[src/spicx_params.svh]
`ifndef SPICX_PARAMS_SVH
`define SPICX_PARAMS_SVH

`define SPICX_CLK_HZ 50000000
`define SPICX_SCLK_HZ 1000000
`define SPICX_DATA_W 8
`define SPICX_NUM_SS 32
`define SPICX_IS_MASTER 1
`define SPICX_LSB_FIRST 0
`define SPICX_MIN_HALF 2
`define SPICX_HALF_DIV(clk_hz, sclk_hz) (((clk_hz) + 2 * (sclk_hz) - 1) / (2 * (sclk_hz)))

`endif

[src/spicx_pkg.sv]
package spicx_pkg;

  typedef enum logic {
    SPICX_IDLE,
    SPICX_RUN
  } spicx_state_t;

  typedef struct packed {
    logic overrun;
    logic busy;
  } spicx_status_t;

endpackage

[src/spicx_shift_if.sv]
interface spicx_shift_if #(
  parameter int W = 8
);
  logic         load;
  logic [W-1:0] load_word;
  logic         shift;
  logic         sample;
  logic         in_bit;
  logic         out_bit;
  logic [W-1:0] word;

  modport core (
    output load,
    output load_word,
    output shift,
    output sample,
    output in_bit,
    input  out_bit,
    input  word
  );

  modport shifter (
    input  load,
    input  load_word,
    input  shift,
    input  sample,
    input  in_bit,
    output out_bit,
    output word
  );
endinterface

[src/spicx_shifter.sv]
module spicx_shifter #(
  parameter int W         = 8,
  parameter bit LSB_FIRST = 1'b0
) (
  // Clock and reset
  input wire logic      clk,
  input wire logic      reset,
  // Shift control and data
  spicx_shift_if.shifter port
);
  logic [W-1:0] tx_sh;
  logic [W-1:0] rx_sh;

  wire [W-1:0] next_tx = LSB_FIRST ? {1'b0, tx_sh[W-1:1]} : {tx_sh[W-2:0], 1'b0};
  wire [W-1:0] next_rx = LSB_FIRST ? {port.in_bit, rx_sh[W-1:1]} : {rx_sh[W-2:0], port.in_bit};

  assign port.out_bit = LSB_FIRST ? tx_sh[0] : tx_sh[W-1];
  assign port.word    = rx_sh;

  always_ff @(posedge clk or posedge reset) begin
    if (reset) begin
      tx_sh <= '0;
    end else if (port.load) begin
      tx_sh <= port.load_word;
    end else if (port.shift) begin
      tx_sh <= next_tx;
    end
  end

  always_ff @(posedge clk or posedge reset) begin
    if (reset) begin
      rx_sh <= '0;
    end else if (port.sample) begin
      rx_sh <= next_rx;
    end
  end
endmodule

[src/spicx_core.sv]
`include "spicx_params.svh"

module spicx_core #(
  parameter int DATA_W    = `SPICX_DATA_W,
  parameter int NUM_SS    = `SPICX_NUM_SS,
  parameter bit IS_MASTER = `SPICX_IS_MASTER,
  parameter bit LSB_FIRST = `SPICX_LSB_FIRST,
  parameter int CLK_HZ    = `SPICX_CLK_HZ,
  parameter int SCLK_HZ   = `SPICX_SCLK_HZ
) (
  // Clock and reset
  input  wire logic                 clk,
  input  wire logic                 reset,
  // Transmit holding word, flow controlled
  input  wire logic                 tx_valid,
  input  wire logic [DATA_W-1:0]    tx_data,
  output logic                      tx_ready,
  // Receive holding word, overwritten if unread and flagged as overrun
  output logic                      rx_valid,
  output logic [DATA_W-1:0]         rx_data,
  input  wire logic                 rx_ready,
  // Control, select mask and status
  input  wire logic [NUM_SS-1:0]    ss_mask,
  input  wire logic                 irq_tx_en,
  input  wire logic                 irq_rx_en,
  input  wire logic                 overrun_clr,
  output spicx_pkg::spicx_status_t  status,
  output logic                      irq,
  // Serial pins
  output logic                      sclk_out,
  input  wire logic                 sclk_in,
  output logic                      mosi_out,
  input  wire logic                 mosi_in,
  output logic                      miso_out,
  input  wire logic                 miso_in,
  output logic [NUM_SS-1:0]         ss_n_out,
  input  wire logic                 ss_n_in
);
  import spicx_pkg::*;

  localparam int HALF_CALC = `SPICX_HALF_DIV(CLK_HZ, SCLK_HZ);
  // Two cycles at least, so mosi settles from its register before the first rising edge.
  localparam int HALF_DIV  = (HALF_CALC < `SPICX_MIN_HALF) ? `SPICX_MIN_HALF : HALF_CALC;
  localparam int DW        = $clog2(HALF_DIV + 1);
  localparam int HW        = $clog2(2 * DATA_W) + 1;

  spicx_state_t      state;
  spicx_state_t      next_state;
  logic [DW-1:0]     div_cnt;
  logic [HW-1:0]     half_cnt;
  logic [DATA_W-1:0] tx_hold;
  logic              sclk_prev;
  logic              done_d;

  spicx_shift_if #(.W(DATA_W)) sh ();

  spicx_shifter #(
    .W         (DATA_W),
    .LSB_FIRST (LSB_FIRST)
  ) u_shifter (
    .clk   (clk),
    .reset (reset),
    .port  (sh)
  );

  wire running  = IS_MASTER && (state == SPICX_RUN);
  wire tick     = running && (div_cnt == DW'(HALF_DIV - 1));
  wire rise_m   = tick && !half_cnt[0];
  wire fall_m   = tick && half_cnt[0];
  wire last_m   = fall_m && (half_cnt == HW'(2 * DATA_W - 1));
  wire sel_s    = !IS_MASTER && !ss_n_in;
  wire rise_s   = sel_s && sclk_in && !sclk_prev;
  wire fall_s   = sel_s && !sclk_in && sclk_prev;
  wire last_s   = rise_s && (half_cnt == HW'(DATA_W - 1));
  wire busy_now = IS_MASTER ? running : sel_s;
  wire start    = !busy_now && !tx_ready;
  wire done     = IS_MASTER ? last_m : last_s;
  wire tx_take  = tx_valid && tx_ready;
  wire rx_lost  = done_d && rx_valid && !rx_ready;

  wire [DW-1:0] next_div  = tick ? '0 : div_cnt + DW'(1);
  wire [HW-1:0] next_half = (last_m || last_s) ? '0 : half_cnt + HW'(1);
  wire          hop       = tick || rise_s;

  assign sh.load      = start;
  assign sh.load_word = tx_hold;
  assign sh.sample    = rise_m || rise_s;
  assign sh.shift     = (fall_m && !last_m) || fall_s;
  assign sh.in_bit    = IS_MASTER ? miso_in : mosi_in;

  always_comb begin
    next_state = state;
    unique case (state)
      SPICX_IDLE: if (IS_MASTER && start) begin
        next_state = SPICX_RUN;
      end
      SPICX_RUN: if (last_m) begin
        next_state = SPICX_IDLE;
      end
    endcase
  end

  always_ff @(posedge clk or posedge reset) begin
    if (reset) begin
      state <= SPICX_IDLE;
    end else begin
      state <= next_state;
    end
  end

  always_ff @(posedge clk or posedge reset) begin
    if (reset) begin
      div_cnt <= '0;
    end else begin
      div_cnt <= running ? next_div : '0;
    end
  end

  always_ff @(posedge clk or posedge reset) begin
    if (reset) begin
      half_cnt <= '0;
    end else if (!busy_now) begin
      half_cnt <= '0;
    end else if (hop) begin
      half_cnt <= next_half;
    end
  end

  // Transmit holding word: accepted while ready, then moved to the shifter when idle.
  always_ff @(posedge clk or posedge reset) begin
    if (reset) begin
      tx_ready <= 1'b1;
      tx_hold  <= '0;
    end else if (start) begin
      tx_ready <= 1'b1;
    end else if (tx_take) begin
      tx_ready <= 1'b0;
      tx_hold  <= tx_data;
    end
  end

  // In a slave build the last sample lands in the shifter on the done cycle, so capture one cycle later.
  always_ff @(posedge clk or posedge reset) begin
    if (reset) begin
      done_d <= 1'b0;
    end else begin
      done_d <= done;
    end
  end

  always_ff @(posedge clk or posedge reset) begin
    if (reset) begin
      rx_valid <= 1'b0;
      rx_data  <= '0;
    end else if (done_d) begin
      rx_valid <= 1'b1;
      rx_data  <= sh.word;
    end else if (rx_ready) begin
      rx_valid <= 1'b0;
    end
  end

  always_ff @(posedge clk or posedge reset) begin
    if (reset) begin
      status <= '0;
    end else begin
      status.busy    <= busy_now;
      status.overrun <= rx_lost || (status.overrun && !overrun_clr);
    end
  end

  always_ff @(posedge clk or posedge reset) begin
    if (reset) begin
      irq <= 1'b0;
    end else begin
      irq <= (irq_rx_en && rx_valid) || (irq_tx_en && tx_ready);
    end
  end

  // Serial pins, all from registers.
  always_ff @(posedge clk or posedge reset) begin
    if (reset) begin
      sclk_out  <= 1'b0;
      sclk_prev <= 1'b0;
      mosi_out  <= 1'b0;
      miso_out  <= 1'b0;
      ss_n_out  <= '1;
    end else begin
      sclk_prev <= sclk_in;
      sclk_out  <= running && (rise_m || (sclk_out && !fall_m));
      mosi_out  <= IS_MASTER && sh.out_bit;
      miso_out  <= !IS_MASTER && sh.out_bit;
      ss_n_out  <= running ? ~ss_mask : '1;
    end
  end
endmodule

[config.mk]
export PLATFORM = sky130hd
export DESIGN_NAME = spicx_core
export DESIGN_NICKNAME = d
export VERILOG_FILES = /design/src/spicx_pkg.sv /design/src/spicx_shift_if.sv /design/src/spicx_shifter.sv /design/src/spicx_core.sv
export VERILOG_INCLUDE_DIRS = /design/src
export SDC_FILE = /design/constraint.sdc
export NUM_CORES = 1
export LEC_CHECK = 0
export ABC_AREA = 1
export BUFFER_PORTS_ARGS = -buffer_cell sky130_fd_sc_hd__buf_2
export CAP_MARGIN = 20
export CORE_ASPECT_RATIO = 1.4
export CORE_MARGIN = 2
export CORE_UTILIZATION = 40
export DETAILED_ROUTE_END_ITERATION = 12
export GPL_TIMING_DRIVEN = 0
export HOLD_SLACK_MARGIN = 0.12
export PLACE_DENSITY = 0.65
export RECOVER_POWER = 25
export SETUP_SLACK_MARGIN = 0.3
export SLEW_MARGIN = 5
export SYNTH_ARGS = -nofsm -noshare
export SYNTH_HDL_FRONTEND = slang
export SYNTH_SLANG_ARGS = --single-unit
[constraint.sdc]
create_clock -name clk -period 2.7 [get_ports clk]
set_clock_uncertainty 0.1 [all_clocks]
set_input_delay 0.27 -clock clk [delete_from_list [all_inputs] [get_ports clk]]
set_output_delay 0.27 -clock clk [all_outputs]
set_load 0.1 [all_outputs]
Word-level counts from Yosys, hierarchy flattened
Cells that the tools add are included.
Widths: inputs -> output; s select.
{ "classes": {"n_reduce_logical": 28, "n_eq_ne": 3, "bitwise": 3, "addsub": 2, "mux": 15} }
{ "ops": {"columns": ["operator", "n"], "rows": [
  ["$mux 32", 1],
  ["$not 32->32", 1],
  ["$mux 5", 5],
  ["$mux 8", 2],
  ["$logic_and 1x1->1", 14],
  ["$add 5x1->5 const B", 2],
  ["$logic_not 1->1", 7],
  ["$mux 1", 6],
  ["$reduce_bool 2->1", 3],
  ["$eq 5x4->1 const B", 1],
  ["$eq 5x5->1 const B", 1],
  ["$logic_or 1x1->1", 3],
  ["$ne 2x1->1 const B", 1],
  ["$not 1->1", 2],
  ["$pmux 1 s2", 1],
  ["$reduce_and 2->1", 1]
]} }
{ "totals": {"regBits": 83, "inputBits": 51, "out_inout_bits": 48} }

Depth between registers and ports, before layout
Gate-level depths: netlist of the first run.
{ "logic_depth": {"depth_word": 8, "ltp_mapped": 8} }

Modules after synthesis
A second synthesis of the first run with hierarchy kept.
{ "hier_totals": {"cells_unflattened": 299, "hier_area_um2": 3134.3} }
{ "modules_own_cells": {"columns": ["mod", "cells_each", "area_per_inst_um2", "instances"], "rows": [
  ["spicx_core", 226, 2459.9, 1],
  ["spicx_shifter", 73, 674.4, 1]
]} }

Worst setup path before layout of the first run
No wires, ideal clock.
{ "synth_timing": {"path_kind": "reg-to-reg", "start": "register tx_ready", "end": "register tx_hold[0] (netlist: sh.load_word[0])", "stages_incl_launch_ff": 3, "t_arrival_ns": 1.586, "path_slack_ns": 0.889, "cell_sequence": "dfstp_2 > nand2_1 > mux2_2"} }
{ "synth_via": {"elab_chain_len": 4, "word_cells_on_any_way": 5} }
{ "synth_rtl": {"columns": ["item", "line", "rtl"], "rows": [
  ["from (decl)", "spicx_core.sv:17", "output logic tx_ready,"],
  ["from (signal assigned)", "spicx_core.sv:132", "tx_ready <= 1'b1;"],
  ["from (signal assigned)", "spicx_core.sv:135", "tx_ready <= 1'b1;"],
  ["from (signal assigned)", "spicx_core.sv:137", "tx_ready <= 1'b0;"],
  ["$logic_not 1->1", "spicx_core.sv:76", "wire start = !busy_now && !tx_ready;"],
  ["$logic_and 1x1->1", "spicx_core.sv:76", null],
  ["$not 1->1 (no line)", null, null],
  ["$reduce_and 2->1 (no line) *", null, null],
  ["to (signal assigned)", "spicx_core.sv:138", "tx_hold <= tx_data;"],
  ["to (decl)", "spicx_core.sv:51", "logic [DATA_W-1:0] tx_hold;"]
]} }
Mark *: on every way between the ends. The rest lies on a longest branch, timed or not.
A chain may end at the register's enable or synchronous reset.

Worst setup path after layout of the first run
{ "layout_timing": {"start": "register state (netlist: busy_now)", "end": "register u_shifter.tx_sh[3]"} }
{ "layout_via": {"elab_chain_len": 6, "word_cells_on_any_way": 9} }
{ "layout_rtl": {"columns": ["item", "line", "rtl"], "rows": [
  ["from (decl)", "spicx_core.sv:47", "spicx_state_t state;"],
  ["from (signal assigned)", "spicx_core.sv:107", "state <= next_state;"],
  ["$logic_and 1x1->1", "spicx_core.sv:67", "wire tick = running && (div_cnt == DW'(HALF_DIV - 1));"],
  ["$logic_and 1x1->1", "spicx_core.sv:69", "wire fall_m = tick && half_cnt[0];"],
  ["$logic_and 1x1->1", "spicx_core.sv:70", "wire last_m = fall_m && (half_cnt == HW'(2 * DATA_W - 1));"],
  ["$logic_not 1->1", "spicx_core.sv:88", "assign sh.shift = (fall_m && !last_m) || fall_s;"],
  ["$logic_and 1x1->1", "spicx_core.sv:88", null],
  ["$reduce_bool 2->1 (no line)", null, null],
  ["to (signal assigned)", "spicx_shifter.sv:24", "tx_sh <= port.load_word;"],
  ["to (signal assigned)", "spicx_shifter.sv:26", "tx_sh <= next_tx;"],
  ["to (decl)", "spicx_shifter.sv:11", "logic [W-1:0] tx_sh;"]
]} }
Parallel ways exist; a longest one is shown, timed or not.

==> results of run 1 <==
layout by cell type, fill, tap and decap left out, types with 2 or more instances in the layout:
| cell type | n |
|---|---|
| ha_1 | 3 |
| nand3_1 | 12 |
| clkbuf_1 | 6 |
| a21oi_1 | 2 |
| dlygate4sd3_1 | 48 |
| clkbuf_8 | 12 |
| dfrtp_1 | 50 |
| nand2_1 | 103 |
| o21ai_0 | 14 |
| nand2_4 | 2 |
| clkbuf_2 | 2 |
| o21ai_2 | 8 |
| inv_1 | 24 |
| dfstp_2 | 33 |
| nor2_1 | 8 |
| buf_2 | 95 |
| nand4_1 | 2 |
| mux2_2 | 7 |
stage by stage:
step                      power [mW]  cells  instance area [um2]  setup slack, ps
after floorplan                2.608    290                 3167            889.2
after global placement         2.778    484                 3762            848.7
after detailed placement       2.821    486                 3802            965.5
after CTS                      3.722    550                 4473            855.2
after global routing           3.889    550                 4433            536.8
final                          3.673    550                 4433            709.3
cells by family after synthesis:
kind of cell / synth area share, %
DFF: 66.97
buffers and inverters: 4.786
and+or+nand+nor: 18.08
adders and majority gates: 1.187
muxes: 2.492
other: 0.1186
AOI/OAI and AO/OA: 5.815
xor gates and xnor gates: 0.5539
layout make-up:
type,count,area share [%]
plain buffers,8,0.9596
clock buffers,13,3.810
clock inverters,3,0.4798
inverters,27,2.314
multi-input cells,172,20.15
flip-flops and latches,83,47.78
well taps,100,2.822
repair buffers,144,21.68
critical path: stages, from the launching register on:
cell and delay, ps:
dfrtp_1 340, clkbuf_1 550, inv_2 90, nor3_4 360, nand3_4 210, nand2_4 150
nand2_1 60, nand2_1 60
routing by layer:
metal	up-vias	global-route usage [%]	wire length (um)
met2	67	30.02	3677
met4	0	10.47	277
li1	1219	-	-
met5	-	0	0
met1	1180	19.37	2739
met3	20	3.891	294
where the power goes:
| group | internal, mW | leakage (nW) | switching (mW) |
|---|---|---|---|
| clock | 0.410 | 0.0956 | 0.425 |
| combinational | 0.309 | 1.17 | 0.876 |
| sequential | 1.52 | 0.998 | 0.128 |
| total | 2.24 | 2.26 | 1.43 |
final timing paths:
path / start / end / slack (ps) / cells after the start
worst max-delay path: busy_now$_DFF_PP0_ / u_shifter.tx_sh[3]$_DFFE_PP0P_ / 710 / 7
worst min-delay path: busy_now$_DFF_PP0_ / status[0]$_DFF_PP0_ / 280 / 0
worst max register to register: busy_now$_DFF_PP0_ / u_shifter.tx_sh[3]$_DFFE_PP0P_ / 710 / 7
worst min register to register: busy_now$_DFF_PP0_ / status[0]$_DFF_PP0_ / 280 / 0
max in group asynchronous: reset / div_cnt[4]$_DFF_PP0_ / 1130 / 4
min in group asynchronous: reset / ss_n_out[23]$_DFF_PP1_ / 400 / 3
registers in the layout (all words and copies together) (netlist names), 2 cells and up:
signal and flops:
u_shifter.port.word 8, status 2, half_cnt 5, rx_data 8
ss_n_out 32, sh.load_word 8, u_shifter.tx_sh 8, div_cnt 5
==> impl_metrics.ini, run 1 <==
[outcome]
status = finished, final reports clean

[cts]
hold_buffers = 48
htreeDepth = 3
cts_tree = built
clk_latency_ps = 340
cts_made_buffers = 9
clk_pin_slew_ps = 80
clockBufferDepth = 2
post_cts_buffers = 0
cts.sinks = 83
cts_root_buffer = clkbuf_8
cts_resized = 0

[timing]
drv_slew = 0
tightest_slew_ps = 999.1
rsz0062_at_grt = false
final.setup.tns_ps = 0
timing.slew.headroom_pct = 33.39
hold_ws_ps = 275.6
final-hold-violation-count = 0
setup_viol = 0
layout_worst_path_cycle_share_pct = 73.73
period_needed_ps = 1991
clock.fmax_mhz = 502.3

[floorplan]
coreArea_um2 = 7702
die_h_um = 109.2
start_util_pct = 41.07
rows = 38
die_x_um = 79.16
ioPinCount = 99
dieArea_um2 = 8645

[routing]
ant_nets = 0
initialDrtViolationCount = 123
vias_per_cell = 4.520
dr.pass1.iters = 4
drc_errors = 0
wl_mm = 6.989
post_drt_wl_per_cell_um = 12.71
dr_total_vias = 2486

[synthesis]
synth_ff_type = dfrtp_1
yosysSeqAreaShare_pct = 66.97
syn-mean-instance-area_um2 = 10.91
ys_top_cells_by_area = dfrtp_1, dfstp_2, nand2_1
synth_top_area_cell = dfrtp_1
yosys_warnings = 0
yosysUniqueCellTypes = 30
yosysMostFrequentCell = nand2_1
syn_inst = 290
async_flop_share_pct = 100.0
synth_commonest_cells = nand2_1, dfrtp_1, dfstp_2
syn-num-nets = 344
synth_top_area_share_pct = 39.56
synthesis.area_um2 = 3163
synth_edf_count = 0
ys_ff_latch = 83

[final_layout]
diodes = 0
area_growth_pct = 40.15
regArea_um2 = 2118
multi_input_area_um2 = 893.4
final_core_util_pct = 57.55
nNetsFinal = 499
fill_cells = 673
drive_gt1_share_pct = 38.00

[global_routing]
grt_max_degree = 42
grt_pass1_wl_mm = 11.56
grt_util_all_layers_pct = 17.35
overflow = 0
grt_pass1_vias = 2569
antenna_found_initial = 0

[run]
cap_violations = 0

[pwr]
p_leak_nw = 2.261
powerDensity_nw_per_um2 = 828.6
peakVddDrop_uv = 445.3

[setup_path]
path_max_fanout = 10
start_kind = flip-flop
critPathCaptureType = flip-flop
worstSetupPathType = flip-flop to flip-flop
cp.required_ps = 2880
worstPathArrival_ps = 2170

[min_path]
hold_class = flip-flop to flip-flop

[placed_design]
place_congestion = 0.8390
dp_hpwl_mm = 4.402
io_buffers = 94
No activity file was read; power rests on OpenSTA's default activity.
==> inputs of run 2 (changes only) <==
--- a/config.mk
+++ b/config.mk
@@ -6,7 +6,7 @@
 export SDC_FILE = /design/constraint.sdc
 export NUM_CORES = 1
 export LEC_CHECK = 0
-export ABC_AREA = 1
+export ABC_AREA = 0
 export BUFFER_PORTS_ARGS = -buffer_cell sky130_fd_sc_hd__buf_2
 export CAP_MARGIN = 20
 export CORE_ASPECT_RATIO = 1.4
==> constraint.sdc (replaced) <==
create_clock -name clk -period 2 [get_ports clk]
set_clock_uncertainty 0.1 [all_clocks]
set_input_delay 0.2 -clock clk [delete_from_list [all_inputs] [get_ports clk]]
set_output_delay 0.2 -clock clk [all_outputs]
set_load 0.1 [all_outputs]
==> run 2 against run 1 <==
Global-route usage rose by 0.53 points; via count fell by 1.9%; die area fell by 0.87%; synthesized cell count fell by 16%; largest power group unchanged; area after synthesis fell by 0.91%; clock power rose by 43%; count of clock-buffer cells in the layout fell by 3; sequential share of layout area fell by 0.70 points; critical path type unchanged.
==> impl_metrics.ini, run 2 <==
[synthesis]
synthXorXnorAreaFrac_pct = 0.8383
yosysSeqAreaShare_pct = 67.58
synth_top_area_cell = dfrtp_1
yosys_warnings = 0
yosysUniqueCellTypes = 41
yosysMostFrequentCell = dfrtp_1
synth_commonest_cells = dfrtp_1, nand2_1, dfstp_2
async_flop_share_pct = 100.0
synth_mux_area_share_pct = 8.942
ys_ff_latch = 83
syn_inst = 243
syn-mean-instance-area_um2 = 12.90
synthesis.area_um2 = 3134
synth_ff_type = dfrtp_1
synth_top_family_by_area = simple AND/OR/NAND/NOR gates
synth-compound-area-share_pct = 6.347
synth_top_area_share_pct = 39.92
syn-num-nets = 297
ys_top_cells_by_area = dfrtp_1, dfstp_2, mux2_2
synth_simple_gate_area_share_pct = 12.02
synth_edf_count = 0
synthAdderAreaFrac_pct = 1.198

[pwr]
comb_power_share_pct = 16.0
p_int_mw = 2.601
p_seq_share_pct = 51.4
p_switching_mw = 1.039
p_sw_share_pct = 28.55
powerDensity_nw_per_um2 = 807.7
p_leak_nw = 2.250
peakVddDrop_uv = 591.3
clockPowerShare_pct = 32.6
p_total_mw = 3.640

[final_layout]
nNetsFinal = 455
final_common_cell = buf_2
diodes = 0
postLayoutCellArea_um2 = 4507
drive_gt1_share_pct = 47.54
area_growth_pct = 43.79
regMostFlops = ss_n_out
layout_common_cells = buf_2, dfrtp_1, dlygate4sd3_1
fill_cells = 639
largest_reg_flops = 32
multi_input_area_um2 = 948.4
regArea_um2 = 2122

[timing]
drv_slew = 0
final-hold-violation-count = 0
tightest_slew_ps = 563.0
rsz0062_at_grt = false
layout_worst_path_cycle_share_pct = 81.56
timing.slew.headroom_pct = 62.26
clock.fmax_mhz = 613.1
worst_slack_ps = 368.9
final.setup.tns_ps = 0
period_needed_ps = 1631
setup_viol = 0
hold_ws_ps = 251.1

[routing]
dr_total_vias = 2440
routed-wl-met2_mm = 3.940
maxUsedRoutingLayer = met4
initialDrtViolationCount = 74
dr_wl_met3_um = 204
met1_length_mm = 2.628
post_drt_wl_per_cell_um = 14.12
wl_mm = 7.147
vias_per_cell = 4.822
drc_errors = 0
ant_nets = 0
dr.pass1.iters = 5

[cts]
htreeDepth = 3
cts_tree = built
clockBufferDepth = 2
cts.sinks = 83
cts_root_buffer = clkbuf_8
clk_latency_ps = 360
cts_made_buffers = 9
clk_pin_slew_ps = 80

[min_path]
hold_depth = 3
min_to = tx_ready$_DFFE_PP1P_
hold_class = input pin to flip-flop
hold_start = tx_valid

[setup_path]
cp.required_ps = 2140
r2r-end = u_shifter.port.word[4]$_DFFE_PP0P_
worstSetupPathType = flip-flop to flip-flop
rr_worst_depth = 6
critPathCaptureType = flip-flop
path_cells = inv_2, ha_4, nand4b_4, nor3_4, buf_6, mux2_2
cp_top_family = flip-flops
path_max_fanout = 5
start_kind = flip-flop
worstPathArrival_ps = 1770
path_buf_inv = 2
r2r_setup_slack_ps = 370
timing.rr.start = div_cnt[0]$_DFF_PP0_
critPathMaxStageDelay_ps = 400
cp_num_cells = 6
crit_slowest_cell = dfrtp_1

[floorplan]
die_x_um = 78.81
dieArea_um2 = 8569
ioPinCount = 99
rows = 38
start_util_pct = 40.94
coreArea_um2 = 7655
die_h_um = 108.7

[global_routing]
grt_util_all_layers_pct = 17.89
antenna_found_initial = 0
grt_max_degree = 39
grt_pass1_vias = 2553
grt_pass1_wl_mm = 11.71
overflow = 0

[placed_design]
place_ws_ps = 86.46
dp_hpwl_mm = 4.574
place_congestion = 0.7731
io_buffers = 94
place_area_um2 = 3781

[run]
cap_violations = 0

[outcome]
status = finished, final reports clean
run 2: worst max path at each step:
stage / to / from / slack [ps]
detailed placement: u_shifter.port.word[4]$_DFFE_PP0P_ / div_cnt[0]$_DFF_PP0_ / 90
CTS: u_shifter.port.word[4]$_DFFE_PP0P_ / div_cnt[0]$_DFF_PP0_ / 290
global route: ss_n_out[8]$_DFF_PP1_ / busy_now$_DFF_PP0_ / 290
floorplan: u_shifter.port.word[0]$_DFFE_PP0P_ / div_cnt[0]$_DFF_PP0_ / 300
finish: u_shifter.port.word[4]$_DFFE_PP0P_ / div_cnt[0]$_DFF_PP0_ / 370
global placement: u_shifter.port.word[0]$_DFFE_PP0P_ / div_cnt[0]$_DFF_PP0_ / 90
run 2: power by group through the flow:
stage	Sequential, mW	Clock [mW]	Combinational (mW)
after CTS	1.87	1.23	0.586
after global routing	1.88	1.29	0.617
after detailed placement	1.90	0	0.516
after floorplan	2.17	0	0.130
final	1.87	1.19	0.583
after global placement	1.90	0	0.496
run 2: metrics by stage:
| step | util, % | std cells |
|---|---|---|
| 5_1_grt | 58.88 | 506 |
| 4_1_cts | 58.55 | 506 |
| 2_1_floorplan | - | 243 |
| 6_report | 58.88 | 506 |
| 3_3_place_gp | 48.87 | 437 |
| 3_5_place_dp | 49.40 | 439 |
run 2: tightest hold or removal path, cell delays in order:
cell and delay (ps):
buf_2 80, nand2_1 220, o21a_1 190
run 2: final cells by class:
| type | instances | area share, % |
|---|---|---|
| well taps | 100 | 2.776 |
| flip-flops and latches | 83 | 47.09 |
| inverters | 9 | 0.7773 |
| plain buffers | 14 | 1.499 |
| clock buffers | 10 | 2.832 |
| multi-input cells | 137 | 21.04 |
| clock inverters | 6 | 1.388 |
| repair buffers | 147 | 22.60 |
run 2: repair_timing:
item | CTS | global route
buffers inserted | 5 | 0
gates resized for setup | 6 | 15
hold endpoints to repair | 102 | 0
setup endpoints to repair | 18 | 19
hold buffers | 46 | 0
pin swaps | 1 | 1
run 2: kinds of logic (layout without fill, tap and decap cells):
| group | Yosys count | in the layout |
|---|---|---|
| other | 1 | 1 |
| multiplexers | 25 | 25 |
| adder cells (fa/ha/maj) | 3 | 3 |
| AO/OA/AOI/OAI | 29 | 29 |
| AND/OR/NAND/NOR | 76 | 76 |
| XOR/XNOR | 3 | 3 |
| buffers and inverters | 23 | 186 |
| flip-flops | 83 | 83 |
run 2: layer usage:
metal | vias up | GRT usage (%)
met1 | 1199 | 19.64
met3 | 29 | 2.152
met5 | - | 0
met4 | 0 | 13.79
li1 | 1143 | -
met2 | 69 | 31.32
